$ cat config.mk
export PLATFORM = sky130hd
export DESIGN_NAME = pfc_core_clock_select
export DESIGN_NICKNAME = d
export VERILOG_FILES = /design/src/pfc_pkg.sv /design/src/pfc_channel.sv /design/src/pfc_core_clock_select.sv
export SDC_FILE = /design/constraint.sdc
export NUM_CORES = 1
export LEC_CHECK = 0
export BUFFER_PORTS_ARGS = -buffer_cell sky130_fd_sc_hd__buf_2
export CAP_MARGIN = 20
export CELL_PAD_IN_SITES_DETAIL_PLACEMENT = 0
export CELL_PAD_IN_SITES_GLOBAL_PLACEMENT = 1
export CORE_MARGIN = 3
export CORE_UTILIZATION = 36
export DETAILED_ROUTE_END_ITERATION = 8
export GPL_TIMING_DRIVEN = 0
export PLACE_DENSITY_LB_ADDON = 0.08
export SLEW_MARGIN = 20
export SYNTH_ARGS = -nofsm -noshare
export SYNTH_HDL_FRONTEND = slang
export SYNTH_SLANG_ARGS = --single-unit
$ cat constraint.sdc
create_clock -name i_clk -period 2.75 [get_ports i_clk]
set_input_delay 0.4125 -clock i_clk [delete_from_list [all_inputs] [get_ports i_clk]]
set_output_delay 0.4125 -clock i_clk [all_outputs]
set_load 0.02 [all_outputs]
$ cat src/pfc_pkg.sv
// Constants for the phase compensation FIFO core clock selector
// Function
// - Transmit FIFO writes from the fabric use the selected transmitter core clock.
// - Receive FIFO reads toward the fabric use the selected receiver core clock.
// - Fabric transmit clock matches transmit output clock frequency and overrides other options.
// - Fabric receive clock matches receive output clock frequency and overrides other options.
// - Shared transmit option: channel 0 transmit clock writes every channel's FIFO.
// - Per-channel transmit option: own transmit clock writes own FIFO.
// - Shared receive option: channel 0 transmit clock reads every receive FIFO.
// - Second receive option: own transmit clock reads own receive FIFO.
// - Third receive option: own receive clock reads own receive FIFO.
package pfc_pkg;
    localparam int          AXI_AW          = 4;
    localparam int          AXI_DW          = 32;
    localparam logic [3:0]  ADDR_CFG        = 4'h0;
    localparam logic [3:0]  ADDR_APPLY      = 4'h4;
    localparam logic [3:0]  ADDR_STATUS     = 4'h8;
    localparam logic [1:0]  RESP_OKAY       = 2'h0;
    localparam logic [1:0]  RESP_SLVERR     = 2'h2;
    // Configuration and apply register fields
    localparam int          CFG_TX_SEL_BIT  = 0;
    localparam int          CFG_RX_SEL_LSB  = 1;
    localparam int          CFG_TX_CORE_BIT = 4;
    localparam int          CFG_RX_CORE_BIT = 5;
    localparam int          CFG_WIDTH       = 6;
    localparam logic [5:0]  CFG_RESET       = 6'h02;
    localparam int          APPLY_BIT       = 0;
    // Status register fields
    localparam int          ST_TX_LSB       = 0;
    localparam int          ST_RX_LSB       = 4;
    localparam int          ST_BAD_BIT      = 8;
    localparam int          ST_CNT_LSB      = 16;
    // Encoded option codes
    localparam logic [1:0]  RX_CODE_SHARED  = 2'h0;
    localparam logic [1:0]  RX_CODE_OWN_TX  = 2'h1;
    localparam logic [1:0]  RX_CODE_OWN_RX  = 2'h2;
    // One-hot selections, one bit per clock source
    localparam logic [2:0]  TX_SEL_SHARED   = 3'h1;
    localparam logic [2:0]  TX_SEL_OWN      = 3'h2;
    localparam logic [2:0]  TX_SEL_CORE     = 3'h4;
    localparam logic [3:0]  RX_SEL_SHARED   = 4'h1;
    localparam logic [3:0]  RX_SEL_OWN_TX   = 4'h2;
    localparam logic [3:0]  RX_SEL_OWN_RX   = 4'h4;
    localparam logic [3:0]  RX_SEL_CORE     = 4'h8;
    localparam logic [2:0]  TX_SEL_RESET    = 3'h2;
    localparam logic [3:0]  RX_SEL_RESET    = 4'h4;

    typedef enum logic [1:0] {
        WR_IDLE = 2'h1,
        WR_RESP = 2'h2
    } pfc_wr_state_type;

    typedef enum logic [1:0] {
        RD_IDLE = 2'h1,
        RD_DATA = 2'h2
    } pfc_rd_state_type;
endpackage : pfc_pkg
$ cat src/pfc_channel.sv
// One channel: clock source selection and phase compensation stages
`timescale 1ns/1ns
module pfc_channel
    import pfc_pkg::*;
#(
    parameter int DW = 16
) (
    input  wire logic          i_clk,         // System clock
    input  wire logic          i_reset_n,     // Sync reset, active low
    input  wire logic [2:0]    i_tx_sel,      // One-hot transmit source
    input  wire logic [3:0]    i_rx_sel,      // One-hot receive source
    input  wire logic          i_tx_clk0,     // Channel 0 transmit output clock
    input  wire logic          i_tx_clkout,   // Own transmit output clock
    input  wire logic          i_rx_clkout,   // Own receive output clock
    input  wire logic          i_tx_coreclk,  // Fabric transmit core clock
    input  wire logic          i_rx_coreclk,  // Fabric receive core clock
    input  wire logic [DW-1:0] i_tx_data,     // Fabric parallel data
    input  wire logic [DW-1:0] i_rx_data,     // Receive path parallel data
    output logic               o_tx_wrclk,    // Selected FIFO write clock
    output logic               o_rx_rdclk,    // Selected FIFO read clock
    output logic [DW-1:0]      o_tx_data,     // Data written into transmit FIFO
    output logic               o_tx_wr,       // Write strobe
    output logic [DW-1:0]      o_rx_data,     // Data read toward fabric
    output logic               o_rx_rd        // Read strobe
);
    logic          tx_clk_q, tx_clk_d, rx_clk_q, rx_clk_d;
    logic          tx_wr_q, tx_wr_d, rx_rd_q, rx_rd_d;
    logic [DW-1:0] tx_data_q, tx_data_d, rx_data_q, rx_data_d;

    always_comb begin
        // AND-OR mux: the one-hot select can never merge two sources
        tx_clk_d = (i_tx_sel[0] & i_tx_clk0)
                 | (i_tx_sel[1] & i_tx_clkout)
                 | (i_tx_sel[2] & i_tx_coreclk);
        rx_clk_d = (i_rx_sel[0] & i_tx_clk0)
                 | (i_rx_sel[1] & i_tx_clkout)
                 | (i_rx_sel[2] & i_rx_clkout)
                 | (i_rx_sel[3] & i_rx_coreclk);
        tx_wr_d   = tx_clk_d & ~tx_clk_q;
        rx_rd_d   = rx_clk_d & ~rx_clk_q;
        tx_data_d = tx_wr_d ? i_tx_data : tx_data_q;
        rx_data_d = rx_rd_d ? i_rx_data : rx_data_q;
    end

    always_ff @(posedge i_clk) begin
        if (!i_reset_n) begin
            tx_clk_q  <= 1'h0;
            rx_clk_q  <= 1'h0;
            tx_wr_q   <= 1'h0;
            rx_rd_q   <= 1'h0;
            tx_data_q <= '0;
            rx_data_q <= '0;
        end else begin
            tx_clk_q  <= tx_clk_d;
            rx_clk_q  <= rx_clk_d;
            tx_wr_q   <= tx_wr_d;
            rx_rd_q   <= rx_rd_d;
            tx_data_q <= tx_data_d;
            rx_data_q <= rx_data_d;
        end
    end

    assign o_tx_wrclk = tx_clk_q;
    assign o_rx_rdclk = rx_clk_q;
    assign o_tx_wr    = tx_wr_q;
    assign o_rx_rd    = rx_rd_q;
    assign o_tx_data  = tx_data_q;
    assign o_rx_data  = rx_data_q;
endmodule : pfc_channel

$ cat src/pfc_core_clock_select.sv
// Core clock selector top with AXI4-Lite register slave
`timescale 1ns/1ns
module pfc_core_clock_select
    import pfc_pkg::*;
#(
    parameter int N_CH = 4,
    parameter int DW   = 16
) (
    input  wire logic               i_clk,           // 20 MHz system clock
    input  wire logic               i_reset_n,       // Sync reset, active low
    input  wire logic [AXI_AW-1:0]  i_awaddr,        // Write address
    input  wire logic               i_awvalid,       // Write address valid
    output logic                    o_awready,       // Write address ready
    input  wire logic [AXI_DW-1:0]  i_wdata,         // Write data
    input  wire logic [3:0]         i_wstrb,         // Write byte strobes
    input  wire logic               i_wvalid,        // Write data valid
    output logic                    o_wready,        // Write data ready
    output logic [1:0]              o_bresp,         // Write response
    output logic                    o_bvalid,        // Write response valid
    input  wire logic               i_bready,        // Write response ready
    input  wire logic [AXI_AW-1:0]  i_araddr,        // Read address
    input  wire logic               i_arvalid,       // Read address valid
    output logic                    o_arready,       // Read address ready
    output logic [AXI_DW-1:0]       o_rdata,         // Read data
    output logic [1:0]              o_rresp,         // Read response
    output logic                    o_rvalid,        // Read data valid
    input  wire logic               i_rready,        // Read data ready
    input  wire logic [N_CH-1:0]    i_tx_clkout,     // Transmit output clocks
    input  wire logic [N_CH-1:0]    i_rx_clkout,     // Receive output clocks
    input  wire logic [N_CH-1:0]    i_tx_coreclk,    // Fabric transmit core clocks
    input  wire logic [N_CH-1:0]    i_rx_coreclk,    // Fabric receive core clocks
    input  wire logic [N_CH*DW-1:0] i_tx_data,       // Fabric data per channel
    input  wire logic [N_CH*DW-1:0] i_rx_data,       // Receive data per channel
    output logic [N_CH-1:0]         o_tx_wrclk,      // Transmit FIFO write clocks
    output logic [N_CH-1:0]         o_rx_rdclk,      // Receive FIFO read clocks
    output logic [N_CH*DW-1:0]      o_tx_data,       // Data into transmit FIFOs
    output logic [N_CH-1:0]         o_tx_wr,         // Transmit FIFO write strobes
    output logic [N_CH*DW-1:0]      o_rx_data,       // Data out of receive FIFOs
    output logic [N_CH-1:0]         o_rx_rd          // Receive FIFO read strobes
);
    if (N_CH < 1 || N_CH > 8 || DW < 1) begin : g_bad_param
        $error("pfc_core_clock_select: N_CH must be 1..8 and DW at least 1");
    end

    function automatic logic [2:0] tx_decode(input logic shared_n, input logic core);
        if (core)
            tx_decode = TX_SEL_CORE;
        else if (shared_n)
            tx_decode = TX_SEL_OWN;
        else
            tx_decode = TX_SEL_SHARED;
    endfunction : tx_decode

    function automatic logic [3:0] rx_decode(input logic [1:0] code, input logic core);
        if (core)
            rx_decode = RX_SEL_CORE;
        else if (code == RX_CODE_SHARED)
            rx_decode = RX_SEL_SHARED;
        else if (code == RX_CODE_OWN_TX)
            rx_decode = RX_SEL_OWN_TX;
        else
            rx_decode = RX_SEL_OWN_RX;
    endfunction : rx_decode

    // Write channel state
    pfc_wr_state_type        wr_state_q, wr_state_d;
    logic                    aw_have_q, aw_have_d, w_have_q, w_have_d;
    logic [AXI_AW-1:0]       awaddr_q, awaddr_d;
    logic [AXI_DW-1:0]       wdata_q, wdata_d;
    logic [3:0]              wstrb_q, wstrb_d;
    logic [1:0]              bresp_q, bresp_d;
    // Configuration and active selection
    logic [CFG_WIDTH-1:0]    cfg_q, cfg_d;
    logic [2:0]              tx_sel_q, tx_sel_d;
    logic [3:0]              rx_sel_q, rx_sel_d;
    logic                    bad_q, bad_d;
    logic [7:0]              apply_cnt_q, apply_cnt_d;
    logic                    do_write, apply_req;
    // Read channel state
    pfc_rd_state_type        rd_state_q, rd_state_d;
    logic [AXI_DW-1:0]       rdata_q, rdata_d;
    logic [1:0]              rresp_q, rresp_d;
    logic [AXI_DW-1:0]       status_word;

    always_comb begin
        wr_state_d = wr_state_q;
        aw_have_d  = aw_have_q;
        w_have_d   = w_have_q;
        awaddr_d   = awaddr_q;
        wdata_d    = wdata_q;
        wstrb_d    = wstrb_q;
        bresp_d    = bresp_q;
        do_write   = 1'b0;
        // Address and data are taken in either order, then answered once
        if (o_awready && i_awvalid) begin
            aw_have_d = 1'b1;
            awaddr_d  = i_awaddr;
        end
        if (o_wready && i_wvalid) begin
            w_have_d = 1'b1;
            wdata_d  = i_wdata;
            wstrb_d  = i_wstrb;
        end
        case (wr_state_q)
            WR_IDLE: begin
                if (aw_have_q && w_have_q) begin
                    do_write   = 1'b1;
                    aw_have_d  = 1'b0;
                    w_have_d   = 1'b0;
                    wr_state_d = WR_RESP;
                    if (awaddr_q == ADDR_CFG || awaddr_q == ADDR_APPLY)
                        bresp_d = RESP_OKAY;
                    else
                        bresp_d = RESP_SLVERR;
                end
            end
            WR_RESP: begin
                if (i_bready)
                    wr_state_d = WR_IDLE;
            end
            default: wr_state_d = WR_IDLE;
        endcase
    end

    always_ff @(posedge i_clk) begin
        if (!i_reset_n) begin
            wr_state_q <= WR_IDLE;
            aw_have_q  <= 1'b0;
            w_have_q   <= 1'b0;
            awaddr_q   <= '0;
            wdata_q    <= '0;
            wstrb_q    <= 4'h0;
            bresp_q    <= RESP_OKAY;
        end else begin
            wr_state_q <= wr_state_d;
            aw_have_q  <= aw_have_d;
            w_have_q   <= w_have_d;
            awaddr_q   <= awaddr_d;
            wdata_q    <= wdata_d;
            wstrb_q    <= wstrb_d;
            bresp_q    <= bresp_d;
        end
    end

    assign o_awready = (wr_state_q == WR_IDLE) && !aw_have_q;
    assign o_wready  = (wr_state_q == WR_IDLE) && !w_have_q;
    assign o_bvalid  = (wr_state_q == WR_RESP);
    assign o_bresp   = bresp_q;

    assign apply_req = do_write && awaddr_q == ADDR_APPLY && wstrb_q[0] && wdata_q[APPLY_BIT];

    always_comb begin
        cfg_d       = cfg_q;
        tx_sel_d    = tx_sel_q;
        rx_sel_d    = rx_sel_q;
        bad_d       = bad_q;
        apply_cnt_d = apply_cnt_q;
        // Staged only; the running channels see nothing until an apply
        if (do_write && awaddr_q == ADDR_CFG && wstrb_q[0])
            cfg_d = wdata_q[CFG_WIDTH-1:0];
        if (apply_req) begin
            // Undefined receive code is refused so the old clocks keep running
            if (cfg_q[CFG_RX_SEL_LSB +: 2] == 2'h3 && !cfg_q[CFG_RX_CORE_BIT]) begin
                bad_d = 1'b1;
            end else begin
                bad_d       = 1'b0;
                tx_sel_d    = tx_decode(cfg_q[CFG_TX_SEL_BIT], cfg_q[CFG_TX_CORE_BIT]);
                rx_sel_d    = rx_decode(cfg_q[CFG_RX_SEL_LSB +: 2],
                                        cfg_q[CFG_RX_CORE_BIT]);
                apply_cnt_d = apply_cnt_q + 8'h01;
            end
        end
    end

    always_ff @(posedge i_clk) begin
        if (!i_reset_n) begin
            cfg_q       <= CFG_RESET;
            tx_sel_q    <= TX_SEL_RESET;
            rx_sel_q    <= RX_SEL_RESET;
            bad_q       <= 1'b0;
            apply_cnt_q <= 8'h00;
        end else begin
            cfg_q       <= cfg_d;
            tx_sel_q    <= tx_sel_d;
            rx_sel_q    <= rx_sel_d;
            bad_q       <= bad_d;
            apply_cnt_q <= apply_cnt_d;
        end
    end

    always_comb begin
        status_word                       = '0;
        status_word[ST_TX_LSB +: 3]       = tx_sel_q;
        status_word[ST_RX_LSB +: 4]       = rx_sel_q;
        status_word[ST_BAD_BIT]           = bad_q;
        status_word[ST_CNT_LSB +: 8]      = apply_cnt_q;
    end

    always_comb begin
        rd_state_d = rd_state_q;
        rdata_d    = rdata_q;
        rresp_d    = rresp_q;
        case (rd_state_q)
            RD_IDLE: begin
                if (i_arvalid) begin
                    rd_state_d = RD_DATA;
                    rresp_d    = RESP_OKAY;
                    if (i_araddr == ADDR_CFG)
                        rdata_d = {{(AXI_DW-CFG_WIDTH){1'b0}}, cfg_q};
                    else if (i_araddr == ADDR_STATUS)
                        rdata_d = status_word;
                    else if (i_araddr == ADDR_APPLY)
                        rdata_d = '0;
                    else begin
                        rdata_d = '0;
                        rresp_d = RESP_SLVERR;
                    end
                end
            end
            RD_DATA: begin
                if (i_rready)
                    rd_state_d = RD_IDLE;
            end
            default: rd_state_d = RD_IDLE;
        endcase
    end

    always_ff @(posedge i_clk) begin
        if (!i_reset_n) begin
            rd_state_q <= RD_IDLE;
            rdata_q    <= '0;
            rresp_q    <= RESP_OKAY;
        end else begin
            rd_state_q <= rd_state_d;
            rdata_q    <= rdata_d;
            rresp_q    <= rresp_d;
        end
    end

    assign o_arready = (rd_state_q == RD_IDLE);
    assign o_rvalid  = (rd_state_q == RD_DATA);
    assign o_rdata   = rdata_q;
    assign o_rresp   = rresp_q;

    // Fabric-supplied clocks are trusted to match the output clock rate
    for (genvar ch = 0; ch < N_CH; ch++) begin : g_ch
        pfc_channel #(
            .DW (DW)
        ) u_channel (
            .i_clk        (i_clk),
            .i_reset_n    (i_reset_n),
            .i_tx_sel     (tx_sel_q),
            .i_rx_sel     (rx_sel_q),
            .i_tx_clk0    (i_tx_clkout[0]),
            .i_tx_clkout  (i_tx_clkout[ch]),
            .i_rx_clkout  (i_rx_clkout[ch]),
            .i_tx_coreclk (i_tx_coreclk[ch]),
            .i_rx_coreclk (i_rx_coreclk[ch]),
            .i_tx_data    (i_tx_data[ch*DW +: DW]),
            .i_rx_data    (i_rx_data[ch*DW +: DW]),
            .o_tx_wrclk   (o_tx_wrclk[ch]),
            .o_rx_rdclk   (o_rx_rdclk[ch]),
            .o_tx_data    (o_tx_data[ch*DW +: DW]),
            .o_tx_wr      (o_tx_wr[ch]),
            .o_rx_data    (o_rx_data[ch*DW +: DW]),
            .o_rx_rd      (o_rx_rd[ch])
        );
    end
endmodule : pfc_core_clock_select

==> results.sh <==
export IMPL_antenna_left=0
export IMPL_total_power_uw=7080
export IMPL_timing_worst_setup_path_type="reg -> reg"
export IMPL_drive_above_1_share_pct=37.1
export IMPL_start_util_pct=37.0
export IMPL_ys_types=48
export IMPL_grt_pass1_wl_um=34100
export IMPL_clock_latency_ps=500
export IMPL_ys_seq_area_share_pct=53.3
export IMPL_cp_max_fo=10
export IMPL_ys_flop_type="dfxtp_1"
export IMPL_antenna_found_initial=8
export IMPL_wl_um=22900
export IMPL_cts_max_path_buffers=3
export IMPL_first_global_vias=6264
export IMPL_fmax_mhz=463
export IMPL_critPathCaptureType="flip-flop"
export IMPL_fin_skew_ps=12.2
export IMPL_max_stage_delay_ps=770
export IMPL_coreArea_mm2=0.0205
export IMPL_final_cell_mix="buf_2, dfxtp_1, nor2_1, mux2i_1, buf_4"
export IMPL_dpl_hpwl_um=17800
export IMPL_drv_slew=0
export IMPL_finalSetupViolCount=0
export IMPL_status="completed"
export IMPL_synth_area_mm2=0.00759
export IMPL_finalCritPeriodShare_pct=78.5
export IMPL_drv_cap=0
export IMPL_grt_setup_unrepaired="no"
export IMPL_clk_pin_slew_ps=60
export IMPL_drt_iter0_markers=207
export IMPL_io_pins=380
export IMPL_place_gp_congestion=0.754
export IMPL_synthCells=747
export IMPL_period_needed_ps=2160
export IMPL_synth_top_area_share_pct=53.3
export IMPL_dr_pass1_iters=4
export IMPL_p_leak_uw=0.00509
export IMPL_synthTopCellsByArea="dfxtp_1, mux2i_1, nor2_1"
export IMPL_drc=0
export IMPL_slowest_stage="a31oi_2"
export IMPL_areaGrowthSynthToFinish_pct=37.1
export IMPL_final_common_cell="buf_2"
export IMPL_start_kind="flip-flop"
export IMPL_fp_row_count=52
export IMPL_hold_class="in -> reg"
export IMPL_ys_async_sr_fraction_pct=0
export IMPL_viasPerCell=4.57
export IMPL_root_buffer="clkbuf_16"
export IMPL_nNetsFinal=1317
export IMPL_ys_ff_latch=202
export IMPL_postSynthAreaPerCell_um2=10.2
export IMPL_vias=6428
export IMPL_ctsResizeCount=0
export IMPL_cts_tree="yes"
export IMPL_powerDensity_mw_per_mm2=680
export IMPL_yosysTopAreaCell="dfxtp_1"
export IMPL_tightest_slew_ps=817
export IMPL_tns_ps=0
export IMPL_synth_edf_count=0
export IMPL_slew_headroom_pct=45.4
export IMPL_avgRoutedWirePerCell_um=16.3
export IMPL_ff2ff_setup_slack_ps=590
export IMPL_critPathRequiredTime_ps=3120
export IMPL_critPathArrivalTime_ps=2530
export IMPL_path_cells="nand2_1 -> a31oi_2 -> buf_4 -> mux2i_1 -> nor2_1"
export IMPL_postCtsSetupBuffers=0
export IMPL_clock_sinks=202
export IMPL_grt_max_degree=13
export IMPL_fillCellCount=2057
export IMPL_overflow=0
export IMPL_cts_buffers=23
export IMPL_hold_viol=0
export IMPL_cts_hold_buffers_added=0
export IMPL_portBuffers=333
export IMPL_vdd_drop_max_uv=401
export IMPL_die_area_mm2=0.0228
export IMPL_yosys_warnings=0
export IMPL_grt_usage_pct=19.0
export IMPL_die_w_um=151
export IMPL_htreeDepth=1
export IMPL_chipHeight_um=151
kinds of logic (layout without fill, tap and decap cells):
group	count (synthesis)	count (layout)	share of synthesized area, %
simple gates	255	255	15.1
flops	202	202	53.3
mux	151	151	19.9
buf+inv	74	446	5.66
compound gates	62	62	5.72
fa+ha+maj	1	1	0.165
other cells	1	20	0.0494
xor+xnor	1	1	0.115
through the flow:
stage	instances	hold slack, ps	utilization [%]	worst slack (ps)	instance area, um^2
finish	1408	142	50.8	592	10400
global route	1408	126	50.8	425	10400
CTS	1405	124	50.7	534	10400
detailed placement	1366	444	47.1	371	9650
global placement	1366	441	47.1	381	9650
floorplan	763	427	-	1020	7650
worst paths after layout:
kind / from / endpoint / cells past startpoint
worst max register to register: rx_sel_q[0] / g_ch[1].u_channel.o_rx_data[6] / 5
worst min register to register: o_rdata[7] / o_rdata[7] / 2
worst max-delay path: rx_sel_q[0] / g_ch[1].u_channel.o_rx_data[6] / 5
worst min-delay path: i_tx_data[54] / g_ch[3].u_channel.o_tx_data[6] / 3
registers in the layout, summed over array words and instances (netlist names):
register and cells:
g_ch.u_channel.o_rx_data 64, g_ch.u_channel.o_tx_data 64, o_rdata 17, apply_cnt_q 8
cfg_q 6, wdata_q 6, awaddr_q 4, g_ch.u_channel.o_rx_rd 4
g_ch.u_channel.o_rx_rdclk 4, g_ch.u_channel.o_tx_wr 4, g_ch.u_channel.o_tx_wrclk 4, rx_sel_q 4
tx_sel_q 3, rd_state_q 2, wr_state_q 2, aw_have_q 1
bad_q 1, o_bresp 1, o_rresp 1, w_have_q 1
wstrb_q 1
final cells by class:
| class | count | area, um^2 | share of cell area (%) |
|---|---|---|---|
| flip-flops and latches | 202 | 4040 | 38.9 |
| multi-input cells | 487 | 3180 | 30.6 |
| repair buffers | 333 | 1670 | 16.0 |
| clock buffers | 35 | 691 | 6.64 |
| plain buffers | 69 | 410 | 3.94 |
| well taps | 270 | 338 | 3.25 |
| clock inverters | 4 | 48.8 | 0.469 |
| inverters | 5 | 18.8 | 0.180 |
| diodes | 3 | 7.51 | 0.0722 |
worst max-delay path: cells and delay by family (launching register included):
kind	cells	cell delay, ps
muxes	1	220
DFF	1	380
and+or+nand+nor	2	310
AOI/OAI and AO/OA	1	770
buffers and inverters	1	350
power by group:
part	leakage (uW)	total [uW]	internal [uW]	switching, uW
combinational	0.00306	940	391	550
sequential	0.00166	3160	3080	80.1
clock	0.000366	2970	1810	1160
synthesized netlist by cell type (2+ instances only):
library cell  number
dfxtp_1          202
nor2_1           167
mux2i_1          151
buf_4             40
nand2_1           28
clkbuf_1          26
a21oi_1           23
nand3_1           15
nor2b_1           12
o21ai_0            9
nor3_1             8
a221oi_1           5
inv_1              5
o31ai_1            5
or4_1              5
a222oi_1           3
nand4_1            3
a22oi_1            2
a31oi_1            2
a31oi_2            2
a41oi_1            2
a41oi_2            2
and2_1             2
buf_1              2
nand2b_1           2
o21ba_2            2
layer usage:
layer	wire, um	track usage (%)
met5	62	0
met4	490	5.17
met3	2110	6.67
met2	10800	31.6
met1	9470	23.4
(Power assumes the default switching activity.)
